File: src/design/sadc_pkg.sv
// What this block does
// [RULE1] Select falling edge starts every sequence; code also restarts one after the 16th fall once conversion ends.
// [RULE2] Select fall mid-cycle aborts; result kept.
// [RULE3] Host avoids select fall near conversion end.
// [RULE4] Over-range gives all ones, under gives zeros.
// [RULE5] Ignore inputs for setup plus two ticks.
// [RULE6] Host waits 1.425 us before first address.
// [RULE7] Rising edge within 9.5 us after tenth fall.
// [RULE8] Serial clock from static up to 2.1 MHz.
// [RULE9] Result resolved MSB first down to LSB.
// [RULE10] Four address bits, MSB first, first rises.
// [RULE11] Sample from fourth fall, hold at tenth.
// [RULE12] Late eleventh rise loses sync until reselect.
// [RULE13] Select high floats data, ignores clock, address.
// [RULE14] After abort, settle again before address.
package sadc_pkg;
  localparam int unsigned CLK_PERIOD_PS = 20_000;
  localparam int unsigned CLK_HZ = 50_000_000;
  localparam int unsigned RES_BITS = 10;
  localparam int unsigned AIN_BITS = RES_BITS + 2;
  localparam int unsigned ADDR_BITS = 4;
  localparam int unsigned XFER_MIN = 11;
  localparam int unsigned XFER_MAX = 16;
  localparam int unsigned SAMPLE_FALL = 4;
  localparam int unsigned HOLD_FALL = 10;
  localparam int unsigned CS_SETUP_PS = 1_425_000;
  localparam int unsigned CS_SETUP_CYC = (CS_SETUP_PS + CLK_PERIOD_PS - 1) / CLK_PERIOD_PS;
  localparam int unsigned SYS_DIV_CYC = 4;
  localparam int unsigned SYS_EDGES = 2;
  localparam int unsigned HOST_SETUP_CYC = CS_SETUP_CYC + SYS_EDGES * SYS_DIV_CYC + 8;
  localparam int unsigned SCLK_MAX_KHZ = 2_100;
  localparam int unsigned SCLK_HALF_CYC =
    (CLK_HZ / 1000 + 2 * SCLK_MAX_KHZ - 1) / (2 * SCLK_MAX_KHZ);
  localparam int unsigned EDGE_GAP_PS = 9_500_000;
  localparam int unsigned EDGE_GAP_CYC = EDGE_GAP_PS / CLK_PERIOD_PS;
  localparam int unsigned CONV_STEP_CYC = 100;
  localparam logic [3:0] ADDR_TEST_MID = 4'hb;
  localparam logic [3:0] ADDR_TEST_LO = 4'hc;
  localparam logic [3:0] ADDR_TEST_HI = 4'hd;
  localparam logic [9:0] CODE_MID = 10'h200;
  localparam logic [9:0] CODE_LO = 10'h000;
  localparam logic [9:0] CODE_HI = 10'h3ff;
  localparam logic [9:0] RESULT_RST = 10'h000;
  typedef logic [RES_BITS-1:0] sadc_code_t;
  typedef logic [ADDR_BITS-1:0] sadc_addr_t;
endpackage

File: src/design/sadc_if.sv
`timescale 1ns/100ps
`default_nettype none
interface sadc_if;
  logic cs_n;
  logic sclk;
  logic addr;
  logic dout;
  logic dout_oe_n;
  logic eoc;
  wire dout_line;
  // A released line shows the inverse of the last bit, so a stray sample stands out.
  assign dout_line = dout_oe_n ? ~dout : dout;
  modport dev (input cs_n, input sclk, input addr, output dout, output dout_oe_n, output eoc);
  modport host (output cs_n, output sclk, output addr, input dout_line, input eoc);
endinterface
`default_nettype wire

File: src/design/sadc_dev.sv
`timescale 1ns/100ps
`default_nettype none
module sadc_dev #(
  parameter int unsigned STEP_CYC = sadc_pkg::CONV_STEP_CYC
) (
  input wire logic ref_clk_i,
  input wire logic arst_n_i,
  sadc_if.dev link,
  input wire logic signed [sadc_pkg::AIN_BITS-1:0] ain_i,
  output logic [sadc_pkg::ADDR_BITS-1:0] chan_o,
  output logic sampling_o,
  output logic busy_o,
  output logic [sadc_pkg::RES_BITS-1:0] result_o
);
  import sadc_pkg::*;

  if (STEP_CYC < 1 || STEP_CYC > 255) begin : g_chk
    $error("STEP_CYC must lie in 1..255.");
  end

  typedef enum logic [4:0] {
    ST_IDLE = 5'b00001,
    ST_SETTLE = 5'b00010,
    ST_SHIFT = 5'b00100,
    ST_WAIT = 5'b01000,
    ST_LOST = 5'b10000
  } sadc_st_t;

  sadc_st_t state_r;
  sadc_st_t state_nxt;
  logic [2:0] sync1_r;
  logic [2:0] sync2_r;
  logic [2:0] sync3_r;
  logic cs_fall;
  logic cs_rise;
  logic clk_rise;
  logic clk_fall;
  logic [1:0] sys_cnt_r;
  logic sys_fall;
  logic [7:0] set_cnt_r;
  logic [1:0] edge_cnt_r;
  logic settled;
  logic start_xfer;
  logic [4:0] rise_cnt_r;
  logic [4:0] fall_cnt_r;
  sadc_addr_t addr_sh_r;
  sadc_addr_t chan_r;
  logic sampling_r;
  sadc_code_t sh_r;
  logic oe_n_r;
  logic eoc_r;
  logic conv_busy_r;
  logic conv_start;
  logic conv_done;
  logic abort;
  logic [3:0] bit_r;
  logic [7:0] step_r;
  sadc_code_t sar_r;
  sadc_code_t trial;
  sadc_code_t result_r;
  logic signed [AIN_BITS-1:0] hold_r;
  logic signed [AIN_BITS-1:0] pick;

  // Select, serial clock and address are asynchronous pins.
  always_ff @(posedge ref_clk_i or negedge arst_n_i) begin
    if (!arst_n_i) begin
      sync1_r <= 3'b100;
      sync2_r <= 3'b100;
      sync3_r <= 3'b100;
    end else begin
      sync1_r <= {link.cs_n, link.sclk, link.addr};
      sync2_r <= sync1_r;
      sync3_r <= sync2_r;
    end
  end

  assign cs_fall = sync3_r[2] & ~sync2_r[2];
  assign cs_rise = ~sync3_r[2] & sync2_r[2];
  assign clk_rise = ~sync3_r[1] & sync2_r[1];
  assign clk_fall = sync3_r[1] & ~sync2_r[1];

  // Internal system clock used by the select noise filter.
  always_ff @(posedge ref_clk_i or negedge arst_n_i) begin
    if (!arst_n_i) begin
      sys_cnt_r <= 2'd0;
    end else begin
      sys_cnt_r <= sys_cnt_r + 2'd1;
    end
  end

  assign sys_fall = (sys_cnt_r == 2'(SYS_DIV_CYC - 1));
  assign settled = (set_cnt_r == 8'd0) && (edge_cnt_r == 2'(SYS_EDGES));
  assign abort = cs_fall & conv_busy_r; // [RULE2]
  assign conv_done = conv_busy_r & ~abort & (step_r == 8'd0) & (bit_r == 4'd0);

  always_comb begin
    state_nxt = state_r;
    case (state_r)
      ST_IDLE: begin
        if (cs_fall) begin
          state_nxt = ST_SETTLE; // [RULE1] [RULE14]
        end
      end
      ST_SETTLE: begin
        if (cs_rise) begin
          state_nxt = ST_IDLE;
        end else if (settled) begin
          state_nxt = ST_SHIFT; // [RULE5]
        end
      end
      ST_SHIFT: begin
        if (cs_rise) begin
          state_nxt = ST_IDLE; // [RULE13]
        end else if (conv_done && rise_cnt_r < 5'(XFER_MIN)) begin
          state_nxt = ST_LOST; // [RULE12]
        end else if (clk_fall && fall_cnt_r == 5'(XFER_MAX - 1)) begin
          state_nxt = ST_WAIT;
        end
      end
      ST_WAIT: begin
        if (cs_rise) begin
          state_nxt = ST_IDLE;
        end else if (!conv_busy_r) begin
          state_nxt = ST_SHIFT;
        end
      end
      ST_LOST: begin
        if (cs_rise) begin
          state_nxt = ST_IDLE; // [RULE12]
        end
      end
      default: begin
        state_nxt = ST_IDLE;
      end
    endcase
  end

  assign start_xfer = (state_nxt == ST_SHIFT) && (state_r != ST_SHIFT);

  always_ff @(posedge ref_clk_i or negedge arst_n_i) begin
    if (!arst_n_i) begin
      state_r <= ST_IDLE;
    end else begin
      state_r <= state_nxt;
    end
  end

  // Settle counter restarts on every select fall, so an abort settles again.
  always_ff @(posedge ref_clk_i or negedge arst_n_i) begin
    if (!arst_n_i) begin
      set_cnt_r <= 8'd0;
      edge_cnt_r <= 2'd0;
    end else if (state_r != ST_SETTLE) begin
      set_cnt_r <= 8'(CS_SETUP_CYC - 1); // [RULE5] [RULE14]
      edge_cnt_r <= 2'd0;
    end else if (set_cnt_r != 8'd0) begin
      set_cnt_r <= set_cnt_r - 8'd1;
    end else if (sys_fall && edge_cnt_r != 2'(SYS_EDGES)) begin
      edge_cnt_r <= edge_cnt_r + 2'd1; // [RULE5]
    end
  end

  // Serial clock edges are counted only while the transfer is open.
  always_ff @(posedge ref_clk_i or negedge arst_n_i) begin
    if (!arst_n_i) begin
      rise_cnt_r <= 5'd0;
      fall_cnt_r <= 5'd0;
    end else if (start_xfer) begin
      rise_cnt_r <= 5'd0;
      fall_cnt_r <= 5'd0;
    end else if (state_r == ST_SHIFT) begin
      if (clk_rise && rise_cnt_r != 5'd31) begin
        rise_cnt_r <= rise_cnt_r + 5'd1;
      end
      if (clk_fall && fall_cnt_r != 5'd31) begin
        fall_cnt_r <= fall_cnt_r + 5'd1;
      end
    end
  end

  always_ff @(posedge ref_clk_i or negedge arst_n_i) begin
    if (!arst_n_i) begin
      addr_sh_r <= '0;
      chan_r <= '0;
    end else if (state_r == ST_SHIFT && clk_rise && rise_cnt_r < 5'(ADDR_BITS)) begin
      addr_sh_r <= {addr_sh_r[ADDR_BITS-2:0], sync2_r[0]}; // [RULE10]
      if (rise_cnt_r == 5'(ADDR_BITS - 1)) begin
        chan_r <= {addr_sh_r[ADDR_BITS-2:0], sync2_r[0]}; // [RULE10]
      end
    end
  end

  always_comb begin
    if (chan_r == ADDR_TEST_MID) begin
      pick = $signed({2'b00, CODE_MID});
    end else if (chan_r == ADDR_TEST_LO) begin
      pick = $signed({2'b00, CODE_LO});
    end else if (chan_r == ADDR_TEST_HI) begin
      pick = $signed({2'b00, CODE_HI});
    end else begin
      pick = ain_i;
    end
  end

  assign conv_start = (state_r == ST_SHIFT) && clk_fall && fall_cnt_r == 5'(HOLD_FALL - 1);

  always_ff @(posedge ref_clk_i or negedge arst_n_i) begin
    if (!arst_n_i) begin
      sampling_r <= 1'b0;
      hold_r <= '0;
    end else if (state_r != ST_SHIFT) begin
      sampling_r <= 1'b0;
    end else if (clk_fall && fall_cnt_r == 5'(SAMPLE_FALL - 1)) begin
      sampling_r <= 1'b1; // [RULE11]
    end else if (conv_start) begin
      sampling_r <= 1'b0; // [RULE11]
      hold_r <= pick;
    end
  end

  assign trial = sar_r | (sadc_code_t'(1) << bit_r);

  // One bit per step, from the top weight down.
  always_ff @(posedge ref_clk_i or negedge arst_n_i) begin
    if (!arst_n_i) begin
      conv_busy_r <= 1'b0;
      bit_r <= 4'd0;
      step_r <= 8'd0;
      sar_r <= '0;
    end else if (abort) begin
      conv_busy_r <= 1'b0; // [RULE2]
    end else if (conv_start) begin
      conv_busy_r <= 1'b1;
      bit_r <= 4'(RES_BITS - 1); // [RULE9]
      step_r <= 8'(STEP_CYC - 1);
      sar_r <= '0;
    end else if (conv_busy_r) begin
      if (step_r != 8'd0) begin
        step_r <= step_r - 8'd1;
      end else begin
        step_r <= 8'(STEP_CYC - 1);
        if ($signed({2'b00, trial}) <= hold_r) begin
          sar_r <= trial; // [RULE4] [RULE9]
        end
        if (bit_r == 4'd0) begin
          conv_busy_r <= 1'b0;
        end else begin
          bit_r <= bit_r - 4'd1; // [RULE9]
        end
      end
    end
  end

  // Result register changes only on a finished conversion.
  always_ff @(posedge ref_clk_i or negedge arst_n_i) begin
    if (!arst_n_i) begin
      result_r <= RESULT_RST;
      eoc_r <= 1'b1;
    end else if (abort) begin
      eoc_r <= 1'b1; // [RULE2]
    end else if (conv_start) begin
      eoc_r <= 1'b0;
    end else if (conv_done) begin
      result_r <= ($signed({2'b00, trial}) <= hold_r) ? trial : sar_r; // [RULE9]
      eoc_r <= 1'b1;
    end
  end

  // Previous result leaves MSB first, one bit per serial clock fall.
  always_ff @(posedge ref_clk_i or negedge arst_n_i) begin
    if (!arst_n_i) begin
      sh_r <= '0;
    end else if ((state_r == ST_IDLE && cs_fall) || start_xfer) begin
      sh_r <= result_r; // [RULE2]
    end else if (state_r == ST_SHIFT && clk_fall) begin
      sh_r <= {sh_r[RES_BITS-2:0], 1'b0};
    end
  end

  always_ff @(posedge ref_clk_i or negedge arst_n_i) begin
    if (!arst_n_i) begin
      oe_n_r <= 1'b1;
    end else begin
      oe_n_r <= (state_nxt == ST_IDLE); // [RULE13]
    end
  end

  assign link.dout = sh_r[RES_BITS-1];
  assign link.dout_oe_n = oe_n_r;
  assign link.eoc = eoc_r;
  assign chan_o = chan_r;
  assign sampling_o = sampling_r;
  assign busy_o = conv_busy_r;
  assign result_o = result_r;
endmodule
`default_nettype wire

File: src/flat_wrapper.sv
// flat-port wrapper written by rule: the top's interface ports become plain ports
module sadc_dev_flat import sadc_pkg::*;
#(
  parameter int unsigned STEP_CYC = sadc_pkg::CONV_STEP_CYC
)
  (ref_clk_i, arst_n_i, ain_i, chan_o, sampling_o, busy_o, result_o, link_cs_n, link_sclk, link_addr, link_dout, link_dout_oe_n, link_eoc);
  sadc_if link_i ();
  input wire logic ref_clk_i;
  input wire logic arst_n_i;
  input wire logic signed [sadc_pkg::AIN_BITS-1:0] ain_i;
  output logic [sadc_pkg::ADDR_BITS-1:0] chan_o;
  output logic sampling_o;
  output logic busy_o;
  output logic [sadc_pkg::RES_BITS-1:0] result_o;
  input wire logic [$bits(link_i.cs_n)-1:0] link_cs_n;
  input wire logic [$bits(link_i.sclk)-1:0] link_sclk;
  input wire logic [$bits(link_i.addr)-1:0] link_addr;
  output wire logic [$bits(link_i.dout)-1:0] link_dout;
  output wire logic [$bits(link_i.dout_oe_n)-1:0] link_dout_oe_n;
  output wire logic [$bits(link_i.eoc)-1:0] link_eoc;
  assign link_i.cs_n = link_cs_n;
  assign link_i.sclk = link_sclk;
  assign link_i.addr = link_addr;
  assign link_dout = link_i.dout;
  assign link_dout_oe_n = link_i.dout_oe_n;
  assign link_eoc = link_i.eoc;
  sadc_dev #(.STEP_CYC(STEP_CYC)) u_core (.ref_clk_i(ref_clk_i), .arst_n_i(arst_n_i), .link(link_i), .ain_i(ain_i), .chan_o(chan_o), .sampling_o(sampling_o), .busy_o(busy_o), .result_o(result_o));
endmodule
File: config.mk
export PLATFORM = sky130hd
export DESIGN_NAME = sadc_dev_flat
export DESIGN_NICKNAME = d
export VERILOG_FILES = /design/src/design/sadc_pkg.sv /design/src/design/sadc_if.sv /design/src/design/sadc_dev.sv /design/src/flat_wrapper.sv
export SDC_FILE = /design/constraint.sdc
export NUM_CORES = 1
export LEC_CHECK = 0
export ABC_CLOCK_PERIOD_IN_PS = 6000
export BUFFER_PORTS_ARGS = -buffer_cell sky130_fd_sc_hd__buf_2
export CAP_MARGIN = 20
export CORE_MARGIN = 2
export CORE_UTILIZATION = 25
export CTS_BUF_LIST = sky130_fd_sc_hd__clkbuf_2 sky130_fd_sc_hd__clkbuf_4 sky130_fd_sc_hd__clkbuf_8
export DETAILED_ROUTE_END_ITERATION = 8
export SETUP_SLACK_MARGIN = 0.1
export SYNTH_ARGS = -nofsm -noshare
export SYNTH_HDL_FRONTEND = slang
export SYNTH_SLANG_ARGS = --single-unit
export TNS_END_PERCENT = 30
File: constraint.sdc
create_clock -name ref_clk_i -period 6 [get_ports ref_clk_i]
set_clock_uncertainty 0.15 [all_clocks]
set_input_delay 0.9 -clock ref_clk_i [delete_from_list [all_inputs] [get_ports ref_clk_i]]
set_output_delay 0.9 -clock ref_clk_i [all_outputs]
set_load 0.01 [all_outputs]
==> run metrics, run 1 <==
fin crit share 48.21%; HP Class reg2reg; post-route cell area 0.005817 mm^2; Pins Over Slew Limit 0; crit path launch type flop; Num CTS Buffers 9; first-pass GRT wire length 18.78 mm; row count 52; starting density of the core 25.62%; CTS tree done; Worst-path clk slew 100 ps; Worst VDD drop 0.00008073 V; drt drc 0; area leader, netlist dfrtp_1; CP Max Fanout 27; clk_lat worst skew 380 ps; Seq cells post-synth 100; RePlAce Congestion 0.8037; Distinct cells, synth 59; Resize count post-CTS 0; estimated wirelength of the detail-placed design 7.880 mm; Clock Path Buffers 2; Slew @ Worst Pin 858.3 ps; sequential share of the synthesized area 48.26%; largest cells by area after synthesis dfrtp_1 (45%), ha_1 (6.3%), mux2_2 (5.4%); synth-to-layout area growth 11.84%; Core Region 0.02030 mm^2; Commonest cells post-synth dfrtp_1 (94), nand2_1 (46), nor2_1 (37); endpoints failing setup 0; top-area cell type share of the netlist area 45.22%; port buffer count 35; Die Span X 148.2 um; critical path type reg2reg; share of layout cells above drive strength 1 18.99%; fmax 345.7 MHz; Final min period 2893 ps; Syn Nets 545; RSZ-0062 raised after global routing no; Routed WL 10.81 mm; Final nets 575; total track usage 10.58%; initial antenna violation count 0; Worst Path Required 6170 ps; top_reg_cell synth dfrtp_1; Async SR Flop Fraction 100.0%; Pleak 0.002766 uW; Placed Instance Area 0.005635 mm^2; Syn. warnings 0; hold buffers post-CTS 0; largest net degree at the start of global routing 58; CP endpoint kind flop; Vert. Die Dim 148.2 um; Inserted Diodes 0; Fin Setup TNS 0 ps; Setup crit start u_core.state_r[2]; die area 0.02198 mm^2; utilization after layout 28.66%; Post-synth EDFFs 0; post-CTS setup buffer count 0; post-route ant nets 0; global route overflow 0; mean post-synth cell area 10.36 um^2; Routed WL per cell 13.39 um; final hold violation count 0; CTS H-tree lvls 3; max-cap viol count 0; synthesized area 0.005201 mm^2; CTS Root Cell clkbuf_8; P per Cell Area 196.3 mW/mm^2; vias per cell 4.670; Slew HR 42.39%; R2R Path Start u_core.state_r[2]; vias in the first global route 3761; Mapped Cells 502; Hold Startpoint u_core.sync1_r[2]; clk sink count 100; status complete, no violations; Starting DRT DRC Count 208; CP Data Arrival Time 3060 ps; Vias 3769; most frequent cell after synthesis dfrtp_1; drt pass-1 iters 4; num ports 36
## where the power goes
group          leakage [uW]  switching, uW  internal [uW]
combinational       0.00138           27.7           13.8
sequential          0.00129           5.53            680
clock             0.0000954            256            158
## cells in the final DEF (no fill, tap or decap), types with 3 or more instances in the layout
cell,netlist,layout
nor2b_1,7,7
nor4_4,3,3
a21oi_1,28,28
xor2_1,11,11
nor3b_1,3,3
o211ai_1,14,14
ha_1,26,26
xnor2_1,6,6
and3_1,5,5
nand4_1,7,7
buf_2,4,34
mux2_2,25,25
inv_1,30,30
buf_4,0,3
dfrtp_1,94,94
nand2_1,46,46
nand4b_1,3,3
nand3_1,12,12
nor3_1,13,13
or3_1,5,5
nor2_1,37,37
dfstp_2,6,6
inv_6,0,5
mux2i_1,8,8
nand3b_1,4,4
o21ai_0,33,33
o41ai_1,7,7
clkbuf_8,0,9
a21o_1,4,4
## logic make-up (layout without fill, tap and decap cells)
logic type | Yosys count | after routing | synth area share (%)
mux | 33 | 33 | 6.952
flops | 100 | 100 | 48.26
fa+ha+maj | 26 | 26 | 6.254
xor+xnor | 17 | 17 | 2.863
compound gates | 105 | 105 | 12.99
simple gates | 173 | 173 | 18.67
buf+inv | 48 | 83 | 4.017
## worst max-delay path: stages, from the launching register on
cell	delay (ps)
dfrtp_1	510
or3b_1	570
nor4_4	300
buf_4	300
o21ai_1	340
or4_1	570
nand2_1	80
## stage by stage
stage / std cells / total power (uW) / hold slack, ps / setup WS, ps
6_report: 807 / 1142 / 213.5 / 3107
2_1_floorplan: 502 / 718.6 / 181.2 / 3460
3_5_place_dp: 791 / 741.6 / 196.3 / 3112
3_3_place_gp: 791 / 741.8 / 192.3 / 3160
4_1_cts: 807 / 1165 / 219.0 / 3119
5_1_grt: 807 / 1193 / 222.3 / 2838
## registers in the layout, summed over array words and instances (netlist names), 2 cells and up
register           cells
u_core.sync1_r         3
u_core.sys_cnt_r       2
u_core.sync3_r         2
u_core.step_r          8
u_core.sh_r           10
u_core.edge_cnt_r      2
u_core.set_cnt_r       8
u_core.sar_r          10
u_core.rise_cnt_r      5
u_core.chan_o          4
u_core.fall_cnt_r      5
u_core.sync2_r         3
u_core.hold_r         12
u_core.result_o       10
u_core.addr_sh_r       3
u_core.bit_r           4
u_core.state_r         5
## per-layer routing
metal	up-vias	global-route usage (%)	wire length (um)
li1	1851	-	-
met1	1850	14.13	5328
met2	55	16.76	4925
met3	13	2.638	380
met4	0	3.667	174
met5	-	0	0
## path summary, 6_finish.rpt
kind / end / slack, ps / depth (start not counted)
setup / recovery: u_core.bit_r[2] / 3110 / 6
hold / removal: u_core.sync2_r[2] / 210 / 0
setup reg to reg: u_core.bit_r[2] / 3110 / 6
hold reg to reg: u_core.sync2_r[2] / 210 / 0
min in group asynchronous: u_core.sh_r[9] / 340 / 1
max in group asynchronous: u_core.fall_cnt_r[4] / 4210 / 2
## area by class of cell
type | count | area, um^2
repair buffers | 37 | 192.7
multi-input cells | 354 | 2482
clock buffers | 9 | 123.9
well taps | 270 | 337.8
flip-flops and latches | 100 | 2510
clock inverters | 7 | 57.56
inverters | 30 | 112.6
fillers | 2176 | 14480
Note: power is estimated with default switching activity, not from simulation.
==> run 2, diff against run 1 <==
- ABC_AREA: not set -> 1
- ABC_CLOCK_PERIOD_IN_PS: 6000 -> 2510
- clock period: 6 -> 2.51 ns (I/O delays scaled with it)
==> run metrics, run 2 <==
RSZ-0062 raised after global routing yes; r2r worst-path depth 16 (+10); Syn Nets 704 (+29%); top-area cell type share of the netlist area 43.86% (-1.4 points); sequential share of the synthesized area 46.80% (-1.5 points); Pins Over Slew Limit 0 (unchanged); Async SR Flop Fraction 100.0% (unchanged); synth-to-layout area growth 22.12%; critical path type reg2reg; total track usage 11.31% (+0.73 points); post-route ant nets 0 (unchanged); P per Cell Area 489.6 mW/mm^2 (+150%); Worst R2R Setup Slack 190 ps (-2920 ps); CTS H-tree lvls 3 (unchanged); num ports 36 (unchanged); Starting DRT DRC Count 232 (+12%); max-cap viol count 0 (unchanged); drt pass-1 iters 4 (unchanged); CP endpoint kind flop; area of the multi-input gates 0.002625 mm^2 (+5.7%); largest net degree at the start of global routing 41 (-29%); Vias 4402 (+17%); Inserted Diodes 0 (unchanged); crit path launch type flop; Total Power 3206 uW (+180%); CP Max Fanout 5 (-81%); Fin Setup TNS 0 ps (unchanged); most frequent cell after synthesis nand2_1; Pleak 0.003378 uW (+22%); Worst Path Required 2690 ps (-3480 ps); drt drc 0 (unchanged); Final min period 2320 ps (-572.5 ps); fin crit share 92.45% (+44 points); Hold WS 89.01 ps (-124.5 ps); Post-synth EDFFs 0 (unchanged); FF/Latch Area 0.002512 mm^2 (about the same); vias per cell 4.363 (-6.6%); global route overflow 0 (unchanged); CTS Root Cell clkbuf_8; Syn. warnings 0 (unchanged); fill cell count 2233 (+2.6%); vias in the first global route 4182 (+11%); Placement Setup Slack -16.05 ps (-3128 ps); starting density of the core 25.51% (-0.11 points); mean post-synth cell area 8.113 um^2 (-22%); Die Span X 150.5 um (+1.5%); clk sink count 100 (unchanged); largest cells by area after synthesis dfrtp_1 (44%), nand2_1 (12%), inv_1 (6.3%); initial antenna violation count 0 (unchanged); worst r2r dst u_core.sar_r[3]; clk_lat worst skew 390 ps (about the same); row count 53 (+1.9%); Distinct cells, synth 38 (-36%); Core Region 0.02102 mm^2 (+3.6%); port buffer count 35 (unchanged); fmax 431.0 MHz (+25%); most frequent cells in the layout nand2_1 (169), dfrtp_1 (92), inv_1 (83), nand3_1 (48), nor2_1 (46); CP Data Arrival Time 2500 ps (-560 ps); Final nets 772 (+34%); CTS tree done; Num CTS Buffers 9 (unchanged); share of layout cells above drive strength 1 21.80% (+2.8 points); estimated wirelength of the detail-placed design 8.858 mm (+12%); top_reg_cell synth dfrtp_1; area leader, netlist dfrtp_1; Critical Path End u_core.sar_r[3]; final worst setup slack 189.6 ps (-2918 ps); RePlAce Congestion 0.8300 (+3.3%); Worst-path clk slew 100 ps (about the same); die area 0.02264 mm^2 (+3.0%); Setup crit start u_core.bit_r[1]; first-pass GRT wire length 20.29 mm (+8.0%); HP Class in2reg; Commonest cells post-synth nand2_1 (175), dfrtp_1 (94), inv_1 (90); Largest Register u_core.hold_r; Slew @ Worst Pin 617.2 ps (-241.1 ps); status complete, no violations; Worst VDD drop 0.0002332 V (+190%); Clock Path Buffers 2 (unchanged); Slew HR 58.48% (+16 points); Vert. Die Dim 150.5 um (+1.5%); R2R Path Start u_core.bit_r[1]; final hold violation count 0 (unchanged); commonest non-fill, non-tap cell in the layout nand2_1; Routed WL per cell 12.13 um (-9.4%); max FFs per register 12 (unchanged); endpoints failing setup 0 (unchanged); Routed WL 12.24 mm (+13%); synthesized area 0.005363 mm^2 (+3.1%); Seq cells post-synth 100 (unchanged); Mapped Cells 661 (+32%)
## run 2: cell types whose count changed in the layout (fill, tap and decap cells not counted), moves of 12 or more
| cell | before | now |
|---|---|---|
| buf_4 | 3 | 28 |
| inv_1 | 30 | 83 |
| mux2_2 | 25 | 0 |
| nand2_1 | 46 | 169 |
| nand3_1 | 12 | 48 |
| nand4_1 | 7 | 19 |
## run 2: layout make-up
| class | count | area share [%] |
|---|---|---|
| multi-input combinational | 451 | 40.08 |
| sequential | 100 | 38.36 |
| timing repair buffer | 71 | 7.547 |
| inverter | 96 | 5.579 |
| tap | 275 | 5.254 |
| clock buffer | 10 | 2.102 |
| clock inverter | 6 | 1.070 |
## run 2: what timing repair did
item,CTS,global route
hold buffers,4,0
endpoints found under the hold margin,66,0
resized for setup,6,60
setup endpoints to repair,20,25
pin swaps,0,18
setup buffers,0,8
cloned,0,1
## run 2: layer usage
layer,up-vias,global-route usage [%],wire [um]
met1,2062,15.35,5973
met2,76,18.00,5595
met5,-,0,0
met4,0,2.594,85
li1,2255,-,-
met3,9,3.030,584
## run 2: worst min path at each step
stage / start / endpoint / slack [ps] / cells after the start
finish: ain_i[11] / u_core.hold_r[11] / 90 / 3
global route: ain_i[3] / u_core.hold_r[3] / 80 / 3
CTS: ain_i[11] / u_core.hold_r[11] / 60 / 3
detailed placement: arst_n_i / u_core.fall_cnt_r[2] / 110 / 1
global placement: arst_n_i / u_core.fall_cnt_r[3] / 100 / 1
floorplan: arst_n_i / u_core.addr_sh_r[0] / -70 / 0
## run 2: cell families after synthesis
logic type	after synthesis	share of synthesized area, %
AO/OA/AOI/OAI	75	7.746
XOR/XNOR	13	2.123
adder cells (fa/ha/maj)	26	6.066
buffers and inverters	110	8.423
flip-flops	100	46.80
AND/OR/NAND/NOR	337	28.84
## run 2: stage by stage
step	instance area [um^2]	instances	utilization, %
finish	6549	1009	31.15
global route	6549	1009	31.15
CTS	6242	1000	29.69
detailed placement	5991	980	28.50
global placement	5991	980	28.50
floorplan	5363	661	-
## run 2: report_power, final
group / leakage, uW / internal, uW / total (uW) / switching, uW
clock: 0.000108 / 499 / 1100 / 600
combinational: 0.00202 / 125 / 327 / 203
sequential: 0.00125 / 1720 / 1780 / 56.7
total: 0.00338 / 2350 / 3210 / 860
## run 2: critical path, stage by stage (launching register included)
cell and delay, ps:
dfrtp_1 420, inv_2 110, buf_6 110, ha_4 140
nand2_4 60, o21ai_4 170, ha_4 220, nand2_2 60
inv_2 40, nand2_2 60, nor2_2 30, nand2_1 60
nand4_1 190, buf_6 210, nand3_2 70, nand3_2 60
nand2_1 80
==> run 3, diff against run 2 <==
- ABC_CLOCK_PERIOD_IN_PS: 2510 -> not set
- clock period: 2.51 -> 2.8 ns (I/O delays scaled with it)
==> run metrics, run 3 (synthesis results as in run 2) <==
crit path launch type flop; CTS tree done; vias in the first global route 4121 (-1.5%); vias per cell 4.347 (-0.37%); commonest non-fill, non-tap cell in the layout nand2_1; HP Class in2reg; status complete, no violations; total track usage 10.89% (-0.42 points); Inserted Diodes 0 (unchanged); critical path type reg2reg; Worst R2R Setup Slack 350 ps (+160 ps); Placement Setup Slack 157.0 ps (+173.1 ps); Pins Over Slew Limit 0 (unchanged); Final min period 2455 ps (+134.1 ps); Worst-path clk slew 100 ps (about the same); FF/Latch Area 0.002510 mm^2 (about the same); Pleak 0.003224 uW (-4.6%); global route overflow 0 (unchanged); most frequent cells in the layout nand2_1 (175), dfrtp_1 (94), inv_1 (90), nand3_1 (60), nor2_1 (48); final worst setup slack 345.5 ps (+155.9 ps); starting density of the core 25.51% (unchanged); RePlAce Congestion 0.8462 (+2.0%); Routed WL 11.49 mm (-6.1%); num ports 36 (unchanged); Fin Setup TNS 0 ps (unchanged); clk sink count 100 (unchanged); Slew HR 64.96% (+6.5 points); CTS Root Cell clkbuf_8; Vias 4312 (-2.0%); Clock Path Buffers 2 (unchanged); RSZ-0062 raised after global routing no; clk_lat worst skew 370 ps (-20 ps); max-cap viol count 0 (unchanged); Hold WS 148.5 ps (+59.44 ps); initial antenna violation count 0 (unchanged); port buffer count 35 (unchanged); fill cell count 2287 (+2.4%); first-pass GRT wire length 19.77 mm (-2.6%); Worst VDD drop 0.0002311 V (-0.89%); Vert. Die Dim 150.5 um (unchanged); CTS H-tree lvls 3 (unchanged); P per Cell Area 474.2 mW/mm^2 (-3.1%); Worst Path Required 2960 ps (+270 ps); share of layout cells above drive strength 1 14.09% (-7.7 points); Slew @ Worst Pin 525.1 ps (-92.11 ps); Routed WL per cell 11.58 um (-4.5%); drt drc 0 (unchanged); synth-to-layout area growth 15.68%; row count 53 (unchanged); endpoints failing setup 0 (unchanged); Starting DRT DRC Count 278 (+20%); fmax 407.4 MHz (-5.5%); drt pass-1 iters 4 (unchanged); largest net degree at the start of global routing 43 (+4.9%); Die Span X 150.5 um (unchanged); Final nets 755 (-2.2%); CP Max Fanout 10 (+5); CP endpoint kind flop; Core Region 0.02102 mm^2 (unchanged); estimated wirelength of the detail-placed design 8.593 mm (-3.0%); Num CTS Buffers 9 (unchanged); final hold violation count 0 (unchanged); area of the multi-input gates 0.002407 mm^2 (-8.3%); CP Data Arrival Time 2620 ps (+120 ps); fin crit share 87.66% (-4.8 points); die area 0.02264 mm^2 (unchanged); max FFs per register 12 (unchanged); Largest Register u_core.hold_r; post-route ant nets 0 (unchanged)
[run 3: cell count changes in the layout (fill, tap and decap cells not counted), moves of 5 or more]
cell,before,now
nand2_1,169,175
nand3_1,48,60
buf_4,28,14
nand2_2,9,4
inv_2,10,5
ha_4,6,0
nand3_2,12,1
inv_1,83,90
ha_1,19,26
[run 3: metrics by stage]
step                cell area, um^2  util, %  cells  power, uW
CTS                            6190    29.44    991       2993
detailed placement             5923    28.18    971       1916
global placement               5923    28.18    971       1909
finish                         6203    29.51    992       2942
global route                   6203    29.51    992       3094
floorplan                      5363        -    661       1793
[run 3: layer usage]
metal	vias up	part of all wire [%]	track usage, %	wire (um)
li1	2229	-	-	-
met4	0	0.88	2.500	101
met1	2003	51	15.37	5854
met2	70	45	17.11	5116
met5	-	0	0	0
met3	10	3.6	2.273	415
[run 3: final timing paths]
kind,end,cells past startpoint,start
worst max-delay path,u_core.result_o[6],15,u_core.bit_r[1]
worst min-delay path,u_core.hold_r[1],3,ain_i[1]
worst max register to register,u_core.result_o[6],15,u_core.bit_r[1]
worst min register to register,u_core.sync2_r[0],0,u_core.sync1_r[0]
max in group asynchronous,u_core.hold_r[4],4,arst_n_i
min in group asynchronous,u_core.set_cnt_r[0],2,arst_n_i
[run 3: repair_timing]
action                     in CTS  in global routing
resized for setup               0                  6
hold buffers                    4                  0
hold endpoints to repair       38                  0
setup endpoints to repair       0                 20
buffers inserted                0                  1
[run 3: final cells by class]
cell class                      instances  share of cell area [%]
Sequential cell                       100                   40.46
Clock buffer                           10                   2.118
Multi-Input combinational cell        451                   38.81
Timing Repair Buffer                   54                   5.728
Tap cell                              275                   5.547
Clock inverter                          6                   1.533
Inverter                               96                   5.809
[run 3: critical path, stage by stage (launching register included)]
cell     delay [ps]
dfrtp_1         430
inv_1           140
ha_1            200
nand2_1          90
o21ai_1         270
ha_1            310
nand2_1          70
nand2_1          40
nand2_1          50
nand2_1          50
nand2_1          50
nand4_1          70
buf_4           180
nand3_1         100
nand3_1         110
nand2_1          90
[run 3: power by group]
part	internal, uW	switching, uW
Combinational	110	178
Clock	524	532
Sequential	1540	52.4
Total	2180	763
